File: src/pips_pkg.sv
// constants and types shared by the phase 2 sequencer
// Function
// RULE1 - each field sent k times, id first
// RULE2 - 10-bit k: async 8, sync 4
// RULE3 - D15..D18 carry Julian date, year first
// RULE4 - D27..D32 zero unless extended data set
// RULE5 - offset and self-test packed into D27..D31
// RULE6 - zeros when self-test results not ready
// RULE7 - 8-bit splits nibbles, half address, page
// RULE8 - 8-bit async k 16, 576 frames
// RULE9 - 8-bit sync k 8, 288 frames
// RULE10 - block count halves 00,10,00,00
// RULE11 - protocol revision halves 01 then 00
// RULE12 - sensor type halves 00,00,00,01
// RULE13 - axis code 00,01,10 to 0000,0100,1000
// RULE14 - range 0111,1000,1001,1010 for 60..480g
// RULE15 - one frame per sync or period, then phase 3
package pips_pkg;
	// ----------------------------------------
	// timing and counts
	// ----------------------------------------
	localparam int CLK_MHZ = 25;
	localparam int ASYNC_PERIOD_US = 228;
	localparam int ASYNC_PERIOD_CYC = ASYNC_PERIOD_US * CLK_MHZ;
	localparam logic [4:0] K10_ASYNC = 5'h08;
	localparam logic [4:0] K10_SYNC = 5'h04;
	localparam logic [4:0] K8_ASYNC = 5'h10;
	localparam logic [4:0] K8_SYNC = 5'h08;
	localparam logic [5:0] FIELDS10 = 6'h20;
	localparam logic [5:0] FIELDS8 = 6'h09;
	// ----------------------------------------
	// field encodings
	// ----------------------------------------
	localparam logic [3:0] PROTO_REV = 4'h4;
	localparam logic [7:0] BLOCKS10 = 8'h20;
	// block count 20h, sent as the halves 00,10,00,00
	localparam logic [7:0] BLOCKS8 = 8'h20;
	localparam logic [7:0] SENSOR_TYPE = 8'h01;
	localparam logic [3:0] DEV1_FIELD = 4'h2;
	localparam logic [3:0] RANGE_60 = 4'h7;
	localparam logic [3:0] RANGE_120 = 4'h8;
	localparam logic [3:0] RANGE_240 = 4'h9;
	localparam logic [3:0] RANGE_480 = 4'ha;
	localparam logic [3:0] ZERO_NIB = 4'h0;
	typedef enum logic [0:0] {PIPS_ID, PIPS_DATA} pips_kind_type;
endpackage : pips_pkg

File: src/pips_frame_if.sv
// carrier between the sequencer and its output buffer
`timescale 1ns/1ps
`default_nettype none
interface pips_frame_if;
	logic valid;
	logic ready;
	logic [9:0] word;
	modport src (output valid, output word, input ready);
	modport dst (input valid, input word, output ready);
endinterface : pips_frame_if
`default_nettype wire

File: src/pips_phase2_sequencer.sv
// phase 2 identification stream sequencer, top level
`timescale 1ns/1ps
`default_nettype none
module pips_phase2_sequencer #(
	parameter int ASYNC_CYC = pips_pkg::ASYNC_PERIOD_CYC
) (
	input wire logic mclk_in,
	input wire logic rst_in,
	input wire logic ce_in,
	input wire logic start_in,
	input wire logic mode8_in,
	input wire logic async_in,
	input wire logic sync_pulse_in,
	input wire logic extended_init_data_enable_in,
	input wire logic selftest_done_in,
	input wire logic [7:0] maker_code_field_in,
	input wire logic [1:0] axis_dir_in,
	input wire logic [1:0] range_sel_in,
	input wire logic [7:0] sensor_info_in,
	input wire logic [7:0] product_rev_in,
	input wire logic [3:0] device_config_six_in,
	input wire logic [6:0] julian_year_in,
	input wire logic [3:0] julian_month_in,
	input wire logic [4:0] julian_day_in,
	input wire logic [31:0] serial_in,
	input wire logic [9:0] raw_offset_in,
	input wire logic [9:0] average_test_deflection_in,
	input wire logic [3:0] device_config_one_in,
	input wire logic frame_ready_in,
	output logic frame_valid_out,
	output logic [9:0] frame_word_out,
	output logic busy_out,
	output logic phase3_out
);
	// refuse periods the 24-bit pacing counter cannot serve
	if (ASYNC_CYC < 2 || ASYNC_CYC > 24'hffffff) begin : g_async_check
		$error("async period out of range");
	end
	typedef enum logic [1:0] {PIPS_IDLE, PIPS_WAIT, PIPS_EMIT,
		PIPS_DONE} pips_state_type;
	pips_state_type state_reg;
	pips_frame_if fr();
	logic [23:0] tick_cnt_reg;
	logic tick;
	logic [5:0] field_reg;
	logic [4:0] rep_reg;
	logic half_reg;
	logic kind_reg;
	logic [4:0] k_val;
	logic [5:0] nfields;
	logic [3:0] nib;
	logic [3:0] axis_nib;
	logic [3:0] range_nib;
	logic st_zero;
	logic [1:0] half_val;
	logic [6:0] hidx;
	logic [9:0] word;
	logic last_slot;
	logic bout_valid;
	logic [9:0] bout_word;
	// ----------------------------------------
	// pacing: sync pulse or fixed period
	// ----------------------------------------
	assign tick = async_in ? (tick_cnt_reg == 24'(ASYNC_CYC - 1))
		: sync_pulse_in; // see RULE15
	always_ff @(posedge mclk_in or posedge rst_in) begin
		if (rst_in) tick_cnt_reg <= 24'h0;
		else if (ce_in) begin
			if (state_reg == PIPS_IDLE || tick) tick_cnt_reg <= 24'h0;
			else tick_cnt_reg <= tick_cnt_reg + 24'h1;
		end
	end
	// ----------------------------------------
	// repetition count and field total
	// ----------------------------------------
	always_comb begin
		if (mode8_in) begin
			k_val = async_in ? pips_pkg::K8_ASYNC : pips_pkg::K8_SYNC; // see RULE8 see RULE9
			nfields = pips_pkg::FIELDS8;
		end else begin
			k_val = async_in ? pips_pkg::K10_ASYNC : pips_pkg::K10_SYNC; // see RULE2
			nfields = pips_pkg::FIELDS10;
		end
	end
	// ----------------------------------------
	// nibble content per field index (0 = D1)
	// ----------------------------------------
	always_comb begin
		case (axis_dir_in) // see RULE13
			2'h0: axis_nib = 4'h0;
			2'h1: axis_nib = 4'h4;
			2'h2: axis_nib = 4'h8;
			default: axis_nib = 4'hc;
		endcase
		case (range_sel_in) // see RULE14
			2'h0: range_nib = pips_pkg::RANGE_60;
			2'h1: range_nib = pips_pkg::RANGE_120;
			2'h2: range_nib = pips_pkg::RANGE_240;
			default: range_nib = pips_pkg::RANGE_480;
		endcase
	end
	assign st_zero = !extended_init_data_enable_in || !selftest_done_in; // see RULE4 see RULE6
	always_comb begin
		nib = pips_pkg::ZERO_NIB;
		case (field_reg)
			6'd0: nib = pips_pkg::PROTO_REV;
			6'd1: nib = mode8_in ? pips_pkg::BLOCKS8[7:4] : pips_pkg::BLOCKS10[7:4];
			6'd2: nib = mode8_in ? pips_pkg::BLOCKS8[3:0] : pips_pkg::BLOCKS10[3:0]; // see RULE10
			6'd3: nib = maker_code_field_in[7:4];
			6'd4: nib = maker_code_field_in[3:0];
			6'd5: nib = pips_pkg::SENSOR_TYPE[7:4];
			6'd6: nib = pips_pkg::SENSOR_TYPE[3:0]; // see RULE12
			6'd7: nib = axis_nib;
			6'd8: nib = range_nib;
			6'd9: nib = sensor_info_in[7:4];
			6'd10: nib = sensor_info_in[3:0];
			6'd11: nib = product_rev_in[7:4];
			6'd12: nib = product_rev_in[3:0];
			6'd13: nib = device_config_six_in;
			6'd14: nib = julian_year_in[6:3]; // see RULE3
			6'd15: nib = {julian_year_in[2:0], julian_month_in[3]};
			6'd16: nib = {julian_month_in[2:0], julian_day_in[4]};
			6'd17: nib = julian_day_in[3:0];
			6'd18, 6'd19, 6'd20, 6'd21, 6'd22, 6'd23, 6'd24, 6'd25:
				nib = serial_in[5'(31 - 4 * (field_reg - 6'd18)) -: 4];
			6'd26: nib = st_zero ? pips_pkg::ZERO_NIB : raw_offset_in[3:0]; // see RULE5
			6'd27: nib = st_zero ? pips_pkg::ZERO_NIB : raw_offset_in[7:4];
			6'd28: nib = st_zero ? pips_pkg::ZERO_NIB
				: {average_test_deflection_in[1:0], raw_offset_in[9:8]};
			6'd29: nib = st_zero ? pips_pkg::ZERO_NIB
				: average_test_deflection_in[5:2];
			6'd30: nib = st_zero ? pips_pkg::ZERO_NIB
				: average_test_deflection_in[9:6];
			6'd31: nib = extended_init_data_enable_in ? device_config_one_in
				: pips_pkg::ZERO_NIB; // see RULE4
			default: nib = pips_pkg::ZERO_NIB;
		endcase
	end
	// ----------------------------------------
	// frame word: id or data, 10-bit or half-nibble
	// ----------------------------------------
	assign hidx = {field_reg, half_reg};
	assign half_val = half_reg ? nib[1:0] : nib[3:2]; // see RULE7 see RULE11
	always_comb begin
		if (mode8_in) begin
			if (kind_reg == pips_pkg::PIPS_ID)
				word = {3'h0, hidx}; // page in [6:1], half address in [0]
			else word = {8'h00, half_val};
		end else begin
			if (kind_reg == pips_pkg::PIPS_ID) word = {6'h00, field_reg[3:0]};
			else word = {6'h00, nib};
		end
	end
	assign last_slot = (kind_reg == pips_pkg::PIPS_DATA) && (rep_reg == k_val - 5'h1)
		&& (!mode8_in || half_reg) && (field_reg == nfields - 6'h1);
	// ----------------------------------------
	// sequencer state: one frame per pacing tick
	// ----------------------------------------
	always_ff @(posedge mclk_in or posedge rst_in) begin
		if (rst_in) begin
			state_reg <= PIPS_IDLE;
			field_reg <= 6'h0;
			rep_reg <= 5'h0;
			half_reg <= 1'b0;
			kind_reg <= pips_pkg::PIPS_ID;
		end else if (ce_in) begin
			case (state_reg)
				PIPS_IDLE: begin
					if (start_in) begin
						state_reg <= PIPS_WAIT;
						field_reg <= 6'h0;
						rep_reg <= 5'h0;
						half_reg <= 1'b0;
						kind_reg <= pips_pkg::PIPS_ID;
					end
				end
				PIPS_WAIT: begin
					if (tick) state_reg <= PIPS_EMIT; // see RULE15
				end
				PIPS_EMIT: begin
					if (fr.ready) begin
						state_reg <= last_slot ? PIPS_DONE : PIPS_WAIT;
						if (kind_reg == pips_pkg::PIPS_ID) kind_reg <= pips_pkg::PIPS_DATA; // see RULE1
						else begin
							kind_reg <= pips_pkg::PIPS_ID;
							if (rep_reg != k_val - 5'h1) rep_reg <= rep_reg + 5'h1;
							else begin
								rep_reg <= 5'h0;
								if (mode8_in && !half_reg) half_reg <= 1'b1;
								else begin
									half_reg <= 1'b0;
									field_reg <= field_reg + 6'h1;
								end
							end
						end
					end
				end
				PIPS_DONE: begin
					if (start_in) state_reg <= PIPS_IDLE;
				end
				default: state_reg <= PIPS_IDLE;
			endcase
		end
	end
	assign fr.valid = (state_reg == PIPS_EMIT);
	assign fr.word = word;
	pips_skid_buffer #(.WIDTH(10)) u_buf (
		.mclk_in(mclk_in),
		.rst_in(rst_in),
		.ce_in(ce_in),
		.up(fr.dst),
		.out_valid_out(bout_valid),
		.out_word_out(bout_word),
		.out_ready_in(frame_ready_in && !(frame_valid_out && !frame_ready_in))
	);
	// ----------------------------------------
	// registered outputs
	// ----------------------------------------
	always_ff @(posedge mclk_in or posedge rst_in) begin
		if (rst_in) begin
			frame_valid_out <= 1'b0;
			frame_word_out <= 10'h000;
			busy_out <= 1'b0;
			phase3_out <= 1'b0;
		end else if (ce_in) begin
			if (!frame_valid_out || frame_ready_in) begin
				frame_valid_out <= bout_valid && frame_ready_in;
				frame_word_out <= bout_word;
			end
			busy_out <= (state_reg == PIPS_WAIT) || (state_reg == PIPS_EMIT);
			// hand over only once the last word has left the output stage
			phase3_out <= (state_reg == PIPS_DONE) && !bout_valid
				&& !frame_valid_out; // see RULE15
		end
	end
endmodule : pips_phase2_sequencer
`default_nettype wire

File: src/pips_skid_buffer.sv
// two-entry buffer between sequencer and frame transmitter
`timescale 1ns/1ps
`default_nettype none
module pips_skid_buffer #(
	parameter int WIDTH = 10
) (
	input wire logic mclk_in,
	input wire logic rst_in,
	input wire logic ce_in,
	pips_frame_if.dst up,
	output logic out_valid_out,
	output logic [WIDTH-1:0] out_word_out,
	input wire logic out_ready_in
);
	// refuse a buffer with no data bits
	if (WIDTH < 1) begin : g_width_check
		$error("width too small");
	end
	logic [WIDTH-1:0] mem_reg [2];
	logic wp_reg;
	logic rp_reg;
	logic [1:0] cnt_reg;
	logic push;
	logic pop;
	assign up.ready = (cnt_reg != 2'h2);
	assign push = up.valid && up.ready;
	assign pop = (cnt_reg != 2'h0) && out_ready_in;
	assign out_valid_out = (cnt_reg != 2'h0);
	assign out_word_out = mem_reg[rp_reg];
	// storage and pointers
	always_ff @(posedge mclk_in or posedge rst_in) begin
		if (rst_in) begin
			wp_reg <= 1'b0;
			rp_reg <= 1'b0;
			cnt_reg <= 2'h0;
			mem_reg[0] <= '0;
			mem_reg[1] <= '0;
		end else if (ce_in) begin
			if (push) begin
				mem_reg[wp_reg] <= up.word;
				wp_reg <= ~wp_reg;
			end
			if (pop) rp_reg <= ~rp_reg;
			cnt_reg <= cnt_reg + {1'b0, push} - {1'b0, pop};
		end
	end
endmodule : pips_skid_buffer
`default_nettype wire

File: config.mk
export PLATFORM = sky130hd
export DESIGN_NAME = pips_phase2_sequencer
export DESIGN_NICKNAME = d
export VERILOG_FILES = /design/src/pips_pkg.sv /design/src/pips_frame_if.sv /design/src/pips_phase2_sequencer.sv /design/src/pips_skid_buffer.sv
export SDC_FILE = /design/constraint.sdc
export NUM_CORES = 1
export LEC_CHECK = 0
export BUFFER_PORTS_ARGS = -buffer_cell sky130_fd_sc_hd__buf_4
export CORE_ASPECT_RATIO = 1.5
export CORE_UTILIZATION = 40
export CTS_BUF_LIST = sky130_fd_sc_hd__clkbuf_8 sky130_fd_sc_hd__clkbuf_16
export DETAILED_ROUTE_END_ITERATION = 12
export SLEW_MARGIN = 25
export SYNTH_ARGS = -nofsm -noshare
export SYNTH_HDL_FRONTEND = slang
export SYNTH_HIERARCHICAL = 1
export SYNTH_SLANG_ARGS = --single-unit
File: constraint.sdc
create_clock -name mclk_in -period 3.6 [get_ports mclk_in]
set_clock_uncertainty 0.05 [all_clocks]
set_input_delay 0.72 -clock mclk_in [delete_from_list [all_inputs] [get_ports mclk_in]]
set_output_delay 0.72 -clock mclk_in [all_outputs]
set_load 0.02 [all_outputs]
* Word-level counts from Yosys, hierarchy flattened
Cells that the tools add are included.
Storage, ports and cells: output and inout port bits 13, input bits 114, flip-flop bits (word level) 76
Operators by class: muxes and demuxes 51, magnitude comparators 3, reductions and logical operators 40, add/subtract/negate cells 9, shifts and indexed selects 1, eq/ne operators 48, bitwise gates (word level) 4
Operator list (count):
- $eq 6x5->1 const B | 16
- $pmux 4 s23 | 1
- $mux 10 | 5
- $eq 6x4->1 const B | 8
- $mux 6 | 6
- $shiftx 35x6->4 | 1
- $mux 4 | 8
- $mux 5 | 6
- $add 24x1->24 const B | 1
- $eq 24x13->1 const B | 1
- $mux 24 | 1
- $pmux 4 s3 | 2
- $bwmux 20 | 1
- $eq 6x3->1 const B | 3
- $ne 2x2->1 const B | 8
- $logic_and 1x1->1 | 12
- $mux 2 | 6
- $pmux 6 s2 | 1
- $demux 10 s1 | 1
- $pmux 5 s2 | 1
- $reduce_and 5->1 | 2
- $eq 2x2->1 const B | 4
- $logic_not 1->1 | 8
- $mux 1 | 8
- other kinds (30) | 45

* Depth between registers and ports, before layout
Gate-level depths: netlist of run 1.
depth in word-level cells 10, depth in mapped cells 12, mapped depth without buffers 9

* Cells and area by module
Netlist of run 1, hierarchy kept.
By module, submodules not included:
- pips_phase2_sequencer | seq. area each 1301.2 um^2, cells each 470, instances 1, area each 4038.9 um^2
- pips_skid_buffer | seq. area each 600.6 um^2, cells each 74, instances 1, area each 1137.3 um^2

* Worst setup path after synthesis of run 1
Ideal clock, no wire load.
path kind register to register, start register field_reg[1], end register u_buf/mem_reg[1] (netlist name), stages on the path, launching flop included 12, data required time 3425 ps, arrival time 2934 ps, period minus slack after synthesis 3109 ps, path slack 491 ps, cell sequence dfrtp_1 > clkbuf_1 > inv_1 > ha_1 > buf_2 > a222oi_1 > a2bb2oi_1 > o2111ai_1 > or4_1 > o211a_1 > a311o_1 > mux2_2
Between the ends: longest elaborated chain between the ends 8, elaborated cells between the ends (all ways) 40
RTL lines:
- start, declared | line pips_phase2_sequencer.sv:45 | logic [5:0] field_reg;
- start signal, assigned | line pips_phase2_sequencer.sv:192 | field_reg <= field_reg + 6'h1;
- $sub 3x2->3 | line pips_phase2_sequencer.sv:125 | nib = serial_in[5'(31 - 4 * (field_reg - 6'd18)) -: 4];
- $sub 1x5->5 | line pips_phase2_sequencer.sv:125
- $shiftx 35x6->4 | line pips_phase2_sequencer.sv:125
- $pmux 4 s23 | line pips_phase2_sequencer.sv:105 | case (field_reg)
- $mux 2 | line pips_phase2_sequencer.sv:143 | assign half_val = half_reg ? nib[1:0] : nib[3:2];
- $mux 7 | line pips_phase2_sequencer.sv:146 | if (kind_reg == pips_pkg::PIPS_ID)
- $mux 10 * | line pips_phase2_sequencer.sv:145 | if (mode8_in) begin
- named net fr.word[1] | line pips_frame_if.sv:7 | logic [9:0] word;
- $bwmux 20 * | line pips_skid_buffer.sv:40 | mem_reg[wp_reg] <= up.word;
- end signal, assigned by index | line pips_skid_buffer.sv:40
- end, declared | line pips_skid_buffer.sv:19 | logic [WIDTH-1:0] mem_reg [2];
Mark *: on every way through the listed nets, which the timed path passes. The rest lies on a longest branch. A chain may end at the register's enable or synchronous reset.

* Final worst setup path of run 1
Ends and elaborated chain as after synthesis.

==> metrics.txt, run 1 <==
hold_buf cts 0; initial antenna violation count 0; wl on met1 ~5800 um; grt ovf 0; post-synth top area share between 30% and 40%; vias in the first global route about 5000; finished layout cell area 6608 sq um; WL met3 between 700 and 800 um; Main synth FF type dfrtp_1; area leader, netlist dfrtp_1; Async S/R FF share, synth 100.0%; RSZ-0062 raised after global routing no; sequential fraction of the synthesis area between 30% and 40%; Final nets between 700 and 800; PortBufs between 100 and 150; placed cell count between 800 and 900; Mapped Area around 5200 sq um; H-tree depth 3; initial core utilization around two fifths; CTS clk-pin slew, worst paths approximately 60 ps; Clock Sinks 76; Via Count around 4700; antenna-violating nets left 0; synthesized flop and latch total 76; CORE AREA 12570 sq um; GP Congestion about 0.93; Pre-Repair DR Iteration Count 5; TritonCTS Buffers 9; Setup crit start kind flip-flop; pwr dens about 480 nW/um^2; Area growth, synth to finish 27.65%; Syn Area/Cell between 9 and 10 sq um; Worst Path Arrival 3240 ps; period utilization between 80% and 90%; GRT Util Overall between 20% and 30%; Worst path max stage delay 590 ps; PnR worst setup slack 583.2 ps; Post-DP Area between 6000 and 7000 sq um; crit path capture type flip-flop; Pleak about 3.0 nW; Final Hold Viols 0; first-pass GRT wire length 24480 um; layout cells sized above 1 32.94%; CP top delay family simple AND/OR/NAND/NOR gates; Max Clock Freq about 0.33 GHz; Root Buffer clkbuf_16; Post-Synthesis Cells 544; final WL 15280 um; DRC viols 0; Tightest Pin Transition roughly 1000 ps; required time of the worst setup path around 3800 ps; TNS Setup 0 ps; PnR Total Power 3.193 mW; slowest CP cell or4_1; type of the worst setup path flip-flop to flip-flop; IO Pins roughly 130; post-DP HPWL about 12000 um; Post-synth EDFFs 0; Worst slew margin a little under a third; 1st-iter DRT viols between 150 and 200; die area approximately 13000 sq um; Max-Cap Viols 0; CP Cell Sequence buf_4 -> ha_1 -> buf_4 -> nor4_1 -> or4_1 -> nor2_1 -> o2111ai_1 -> o211ai_1 -> a311o_1 -> mux2_2; Longest Clk Path Bufs 2; CTS tree yes; setup violators final 0; peak supply drop 0.3655 mV; Avg WL per Cell around 18 um; Skew-Pair Late Insertion Delay approximately 330 ps; routed wl met2 roughly 8000 um; Rows 50; largest net degree at the start of global routing 36; uppermost routed layer met4; FILL cells ~1200; Die H between 100 and 150 um; Most common cell on crit path buf_4; antenna diode count 0; DP Worst Slack about 600 ps; CP Max Fanout 15; Hold WC Path Type input port to async pin; Vias/cell 5.663; Yosys warnings 6; Resized cells post-CTS 0; Netlist cell types 67; number of flip-flops in the largest register 24; Post-CTS Setup Repair Bufs 0; Final min period 3017 ps; top cells by area, synth dfrtp_1, mux2_2, ha_1, nor2_1, nand4_1; Die W about 95 um; non-filler cells, final 827; outcome completed; Slew Viols, Final 0; Worst Path Buf+Inv 2
-- final timing paths --
check | end | cells past startpoint | slack, ps | start
setup / recovery | u_buf/mem_reg[1]$_DFFE_PP0P_ | 10 | 580 | field_reg[1]$_DFFE_PP0P_
hold / removal | frame_word_out[0]$_DFFE_PP0P_ | 2 | 440 | rst_in
setup reg to reg | u_buf/mem_reg[1]$_DFFE_PP0P_ | 10 | 580 | field_reg[1]$_DFFE_PP0P_
hold reg to reg | u_buf/mem_reg[9]$_DFFE_PP0P_ | 1 | 450 | u_buf/mem_reg[9]$_DFFE_PP0P_
max in group asynchronous | kind_reg$_DFFE_PP0P_ | 3 | 2270 | rst_in
min in group mclk_in | u_buf/mem_reg[9]$_DFFE_PP0P_ | 1 | 450 | u_buf/mem_reg[9]$_DFFE_PP0P_
-- through the flow --
step                util (%)  hold slack [ps]
floorplan                  -            415.7
global placement       50.06            431.4
detailed placement     50.06            440.3
CTS                    52.52            454.1
global route           52.55            466.8
finish                 52.55            442.0
-- layout make-up --
cell class	count	area (sq um)	area share, %
flip-flops and latches	76	1902	28.78
multi-input cells	416	3064	46.37
clock buffers	9	225.2	3.408
clock inverters	7	83.83	1.269
well taps	156	195.2	2.954
inverters	23	86.33	1.307
repair buffers	140	1051	15.91
-- routing by layer --
metal	track usage (%)	up-vias
li1	-	2247
met1	25.39	2243
met2	44.26	155
met3	3.698	38
met4	11.16	0
met5	0	-
-- synthesized netlist by cell type, drive strengths merged (7+ instances only) --
cell type and number:
nand4 27, and2 9, nand2 40, nand2b 8, ha 17, a21oi 14
nand3 27, nor4 11, o22ai 7, mux2i 8, xnor2 12, o21ai 16
clkbuf 20, mux2 47, xor2 14, buf 14, nor2b 8, dfrtp 76
inv 23, nor2 44
-- power breakdown --
group          total [mW]  internal [mW]  switching [mW]
logic                1.05          0.547           0.501
registers            1.23           1.05           0.179
clock network       0.917          0.548           0.369
-- cell families after synthesis --
family	after synthesis	share of synthesized area [%]
buf+inv	57	4.496
simple gates	211	21.97
compound gates	95	13.10
other cells	1	0.07245
flops	76	36.74
fa+ha+maj	17	4.109
xor+xnor	26	4.399
mux	61	15.11
-- layout by cell type (no fill, tap or decap), types with 4 or more instances in the layout --
master,instances
buf_4,140
dfrtp_1,76
nor2_1,44
nand2_1,40
mux2_2,37
nand3_1,27
nand4_1,26
inv_1,22
ha_1,17
xor2_1,14
o21ai_0,14
a21oi_1,14
xnor2_1,12
nor4_1,11
mux2_4,10
and2_1,9
clkbuf_16,9
nor2b_1,8
mux2i_1,8
o22ai_1,7
nand2b_1,7
and3_1,6
a22o_1,6
nor3b_1,6
a31oi_1,6
nor3_1,6
mux4_2,6
conb_1,6
a222oi_1,5
o211ai_1,5
o31ai_1,4
o2111ai_1,4
(Power assumes the default switching activity.)
==> run 2: changes to the inputs <==
--- a/config.mk
+++ b/config.mk
@@ -10,6 +10,7 @@
 export CORE_UTILIZATION = 40
 export CTS_BUF_LIST = sky130_fd_sc_hd__clkbuf_8 sky130_fd_sc_hd__clkbuf_16
 export DETAILED_ROUTE_END_ITERATION = 12
+export PLACE_DENSITY = 0.65
 export SLEW_MARGIN = 25
 export SYNTH_ARGS = -nofsm -noshare
 export SYNTH_HDL_FRONTEND = slang
==> constraint.sdc (replaced) <==
create_clock -name mclk_in -period 2.5 [get_ports mclk_in]
set_clock_uncertainty 0.05 [all_clocks]
set_input_delay 0.5 -clock mclk_in [delete_from_list [all_inputs] [get_ports mclk_in]]
set_output_delay 0.5 -clock mclk_in [all_outputs]
set_load 0.02 [all_outputs]
==> metrics.txt, run 2 (synthesis gave the netlist of run 1 again) <==
Register Area 1904 sq um (+0.13%); CTS tree yes; GP Congestion 0.9290 (about the same); Worst path max stage delay 460 ps (-130 ps); CP top delay family compound AO/OA/AOI/OAI gates; CP Max Fanout 5 (-10); Rows 50 (unchanged); Via Count 4863 (+3.8%); Max-Cap Viols 0 (unchanged); grt ovf 0 (unchanged); Final min period 2680 ps (-336.8 ps); crit path capture type flip-flop; met1 GRT Util 24.21% (-1.2 points); peak supply drop 0.4655 mV (+27%); required time of the worst setup path 2670 ps (-1150 ps); die area 13410 sq um (unchanged); PnR worst setup slack -180.1 ps (-763.2 ps); setup violators final 8 (+8); Avg WL per Cell 17.31 um (-6.3%); TritonCTS Buffers 9 (unchanged); Pleak 3.303 nW (+9.5%); slowest CP cell dfrtp_2; Tightest Pin Transition 891.1 ps (-128.2 ps); Clock Sinks 76 (unchanged); Reg2Reg Depth 9 (-1); Die H 141.3 um (unchanged); Critical R2R Launch field_reg[1]$_DFFE_PP0P_; hold slack 140.6 ps (-301.4 ps); global routing usage on met3 4.019% (+0.32 points); Worst R2R End u_buf/mem_reg[11]$_DFFE_PP0P_; multi-input combinational cell area 3132 sq um (+2.2%); Final Hold Viols 0 (unchanged); GR peak layer met2; critical path depth in cells 9 (-1); worst reg-to-reg setup slack -180 ps (-760 ps); Area growth, synth to finish 38.22%; Setup crit start kind flip-flop; number of flip-flops in the largest register 24 (unchanged); Post-DP Area 6689 sq um (+6.3%); Worst slew margin 40.20% (+8.3 points); antenna diode count 0 (unchanged); CORE AREA 12570 sq um (unchanged); Worst Path Arrival 2850 ps (-390 ps); Final nets 850 (+6.6%); pwr dens 659.6 nW/um^2 (+36%); largest net degree at the start of global routing 25 (-31%); Longest Clk Path Bufs 2 (unchanged); RSZ-0062 raised after global routing yes; Die W 94.88 um (unchanged); IO Pins 127 (unchanged); Vias/cell 5.526 (-2.4%); most frequent cells in the layout buf_4, dfrtp_1, nor2_1; met2 Use GR 42.45% (-1.8 points); antenna-violating nets left 0 (unchanged); H-tree depth 3 (unchanged); PnR Total Power 4.719 mW (+48%); Max Clock Freq 0.3731 GHz (+13%); Skew-Pair Late Insertion Delay 330 ps (about the same); Slew Viols, Final 0 (unchanged); CP Cell Sequence inv_6 -> ha_4 -> a222oi_1 -> a2bb2oi_1 -> o2111ai_1 -> or4_4 -> o211a_1 -> a311o_1 -> mux2_4; 1st-iter DRT viols 177 (-3.8%); FILL cells 1131 (-4.2%); Hold WC Path Type input port to async pin; finished layout cell area 7154 sq um (+8.3%); initial antenna violation count 0 (unchanged); Root Buffer clkbuf_16; layout cells sized above 1 39.64% (+6.7 points); CTS clk-pin slew, worst paths 60 ps (about the same); outcome finished with violations; type of the worst setup path flip-flop to flip-flop; post-DP HPWL 11870 um (about the same); Pre-Repair DR Iteration Count 5 (unchanged); GRT Util Overall 23.30% (-0.42 points); PortBufs 126 (unchanged); Worst Path Buf+Inv 1 (-1); initial core utilization 41.16% (unchanged); final WL 15240 um (-0.29%); commonest non-fill, non-tap cell in the layout buf_4; first-pass GRT wire length 24140 um (-1.4%); vias in the first global route 5060 (+0.90%); failing checks negative setup slack; DRC viols 0 (unchanged); period utilization 107.2% (+23 points)
==> run 2: area by class of cell <==
cell class	count	area share, %
Tap cell	156	2.728
Inverter	23	1.312
Sequential cell	76	26.62
Multi-Input combinational cell	416	43.77
Clock inverter	7	1.382
Clock buffer	9	3.148
Timing Repair Buffer	193	21.04
==> run 2: worst max-delay path by stage <==
stage | start | to | slack (ps)
after CTS | field_reg[0]$_DFFE_PP0P_ | u_buf/mem_reg[11]$_DFFE_PP0P_ | -200
after global placement | range_sel_in[0] | u_buf/mem_reg[1]$_DFFE_PP0P_ | -290
after floorplan | field_reg[1]$_DFFE_PP0P_ | u_buf/mem_reg[1]$_DFFE_PP0P_ | -220
after global routing | field_reg[1]$_DFFE_PP0P_ | u_buf/mem_reg[11]$_DFFE_PP0P_ | -260
after detailed placement | range_sel_in[0] | u_buf/mem_reg[11]$_DFFE_PP0P_ | -300
final | field_reg[1]$_DFFE_PP0P_ | u_buf/mem_reg[11]$_DFFE_PP0P_ | -180
==> run 2: layer usage <==
metal	vias to the layer above	wire [um]
li1	2344	-
met1	2298	5710
met2	177	8000
met3	44	804
met4	0	722
met5	-	0
==> run 2: per-stage QoR <==
stage,util (%),setup slack (ps),TNS [ps],instances
after floorplan,-,-224.2,-447.1,549
after detailed placement,53.19,-299.6,-1196,856
after global placement,53.19,-288.9,-1053,856
after global routing,56.90,-259.8,-1789,880
after CTS,56.33,-202.1,-817.2,876
final,56.90,-180.1,-1085,880
==> run 2: power by group <==
group / leakage (nW) / internal [mW] / switching, mW / total (mW)
combinational: 2.14 / 0.827 / 0.719 / 1.55
clock: 0.156 / 0.878 / 0.513 / 1.39
sequential: 1.01 / 1.51 / 0.269 / 1.78
==> run 2: what timing repair did <==
action / in CTS / in global routing
resized for setup: 9 / 10
buffers inserted: 4 / 4
setup endpoints to repair: 8 / 8
hold buffers: 0 / 0
hold endpoints to repair: 0 / 0
pin swaps: 6 / 8
gates cloned: 0 / 0
==> run 3: changes to the inputs <==
--- a/config.mk
+++ b/config.mk
@@ -10,7 +10,6 @@
 export CORE_UTILIZATION = 40
 export CTS_BUF_LIST = sky130_fd_sc_hd__clkbuf_8 sky130_fd_sc_hd__clkbuf_16
 export DETAILED_ROUTE_END_ITERATION = 12
-export PLACE_DENSITY = 0.65
 export SLEW_MARGIN = 25
 export SYNTH_ARGS = -nofsm -noshare
 export SYNTH_HDL_FRONTEND = slang
==> constraint.sdc (replaced) <==
create_clock -name mclk_in -period 3.3 [get_ports mclk_in]
set_clock_uncertainty 0.05 [all_clocks]
set_input_delay 0.66 -clock mclk_in [delete_from_list [all_inputs] [get_ports mclk_in]]
set_output_delay 0.66 -clock mclk_in [all_outputs]
set_load 0.02 [all_outputs]
==> metrics.txt, run 3 (synthesis gave the netlist of run 1 again) <==
Via Count 4756 (-2.2%); crit path capture type flip-flop; Post-DP Area 6360 sq um (-4.9%); initial antenna violation count 0 (unchanged); Tightest Pin Transition 893.6 ps (+2.486 ps); Final nets 804 (-5.4%); CTS clk-pin slew, worst paths 70 ps (about the same); CP Cell Sequence buf_4 -> ha_1 -> nor2b_1 -> a2111oi_0 -> a31oi_1 -> o2111ai_1 -> o211ai_1 -> a311o_1 -> mux2_2; Rows 50 (unchanged); PortBufs 126 (unchanged); Setup crit start kind flip-flop; hold_buf cts 0 (unchanged); vias in the first global route 4907 (-3.0%); Max-Cap Viols 0 (unchanged); Skew-Pair Late Insertion Delay 340 ps (about the same); TritonCTS Buffers 9 (unchanged); slowest CP cell ha_1; Area growth, synth to finish 28.47%; H-tree depth 3 (unchanged); IO Pins 127 (unchanged); commonest non-fill, non-tap cell in the layout buf_4; placed cell count 818 (-4.4%); Resized cells post-CTS 0 (-9); Die W 94.88 um (unchanged); Slew Viols, Final 0 (unchanged); Die H 141.3 um (unchanged); Final min period 2933 ps (+252.7 ps); Avg WL per Cell 17.75 um (+2.5%); non-filler cells, final 834 (-5.2%); first-pass GRT wire length 23850 um (-1.2%); Finished Core Util 52.89% (-4.0 points); Max Clock Freq 0.3410 GHz (-8.6%); Hold WC Path Type input port to async pin; Post-CTS Setup Repair Bufs 0 (-4); DRC viols 0 (unchanged); pwr dens 516.8 nW/um^2 (-22%); Worst Path Arrival 3110 ps (+260 ps); layout cells sized above 1 33.48% (-6.2 points); Root Buffer clkbuf_16; type of the worst setup path flip-flop to flip-flop; Final Hold Viols 0 (unchanged); Worst slew margin 40.06% (-0.14 points); RSZ-0062 raised after global routing no; Clock Sinks 76 (unchanged); Vias/cell 5.703 (+3.2%); 1st-iter DRT viols 232 (+31%); die area 13410 sq um (unchanged); GRT Util Overall 22.78% (-0.53 points); CP top delay family compound AO/OA/AOI/OAI gates; outcome completed; most frequent cells in the layout buf_4, dfrtp_1, nor2_1; Pleak 3.038 nW (-8.0%); finished layout cell area 6650 sq um (-7.0%); grt ovf 0 (unchanged); largest net degree at the start of global routing 36 (+44%); peak supply drop 0.4769 mV (+2.5%); Worst Path Buf+Inv 1 (unchanged); required time of the worst setup path 3470 ps (+800 ps); Worst path max stage delay 530 ps (+70 ps); final WL 14800 um (-2.8%); Pre-Repair DR Iteration Count 4 (-1); period utilization 88.87% (-18 points); CTS tree yes; GP Congestion 0.9094 (-2.1%); CP Max Fanout 10 (+5); CORE AREA 12570 sq um (unchanged); post-DP HPWL 11430 um (-3.7%); number of flip-flops in the largest register 24 (unchanged); initial core utilization 41.16% (unchanged); Longest Clk Path Bufs 2 (unchanged); antenna diode count 0 (unchanged); setup violators final 0 (-8); antenna-violating nets left 0 (unchanged); TNS Setup 0 ps (+1085 ps)
run 3: cell types whose count changed in the layout (fill, tap and decap cells not counted), sizes merged:
cell    change
buf        -46
bufinv      -2
clkinv      -1
inv         +3
run 3: final timing paths:
path / from / endpoint / slack (ps) / depth (start not counted)
max in group asynchronous: rst_in / tick_cnt_reg[13]$_DFFE_PP0P_ / 2350 / 3
hold / removal: rst_in / frame_word_out[0]$_DFFE_PP0P_ / 250 / 2
min in group mclk_in: u_buf/mem_reg[3]$_DFFE_PP0P_ / u_buf/mem_reg[3]$_DFFE_PP0P_ / 450 / 1
hold reg to reg: u_buf/mem_reg[3]$_DFFE_PP0P_ / u_buf/mem_reg[3]$_DFFE_PP0P_ / 450 / 1
setup reg to reg: field_reg[1]$_DFFE_PP0P_ / u_buf/mem_reg[1]$_DFFE_PP0P_ / 370 / 9
setup / recovery: field_reg[1]$_DFFE_PP0P_ / u_buf/mem_reg[1]$_DFFE_PP0P_ / 370 / 9
run 3: report_power, final:
part / switching (mW) / internal (mW) / leakage [nW]
Clock: 0.429 / 0.529 / 0.141
Sequential: 0.199 / 1.15 / 1.01
Combinational: 0.534 / 0.601 / 1.88
Total: 1.16 / 2.28 / 3.04
run 3: per-stage QoR:
step	worst slack, ps	power (mW)	hold slack [ps]
after floorplan	191.1	2.101	415.7
after global placement	363.5	2.475	430.6
after detailed placement	360.2	2.500	441.8
after CTS	372.6	3.475	263.2
after global routing	152.2	3.655	287.2
final	367.2	3.437	252.5
run 3: routing by layer:
| metal | up-vias | routed length [um] | GRT usage (%) | share of wire [%] |
|---|---|---|---|---|
| met5 | - | 0 | 0 | 0 |
| met4 | 0 | 569 | 10.69 | 3.8 |
| met3 | 37 | 770 | 3.269 | 5.2 |
| met2 | 153 | 7801 | 42.29 | 53 |
| met1 | 2307 | 5662 | 24.75 | 38 |
| li1 | 2259 | - | - | - |
run 3: area by class of cell:
cell class                      instances  area, sq um
Clock inverter                          7        65.06
Inverter                               23        86.33
Tap cell                              156        195.2
Timing Repair Buffer                  147         1116
Clock buffer                            9        225.2
Fill cell                            1164         5924
Sequential cell                        76         1902
Multi-Input combinational cell        416         3060
run 3: worst reg2reg max path: cells and delay by family, from the launching register on:
kind            cells  cell delay [ps]
buf+inv             1              220
fa+ha+maj           1              530
simple gates        1               90
flops               1              450
compound gates      5             1220
mux                 1              260
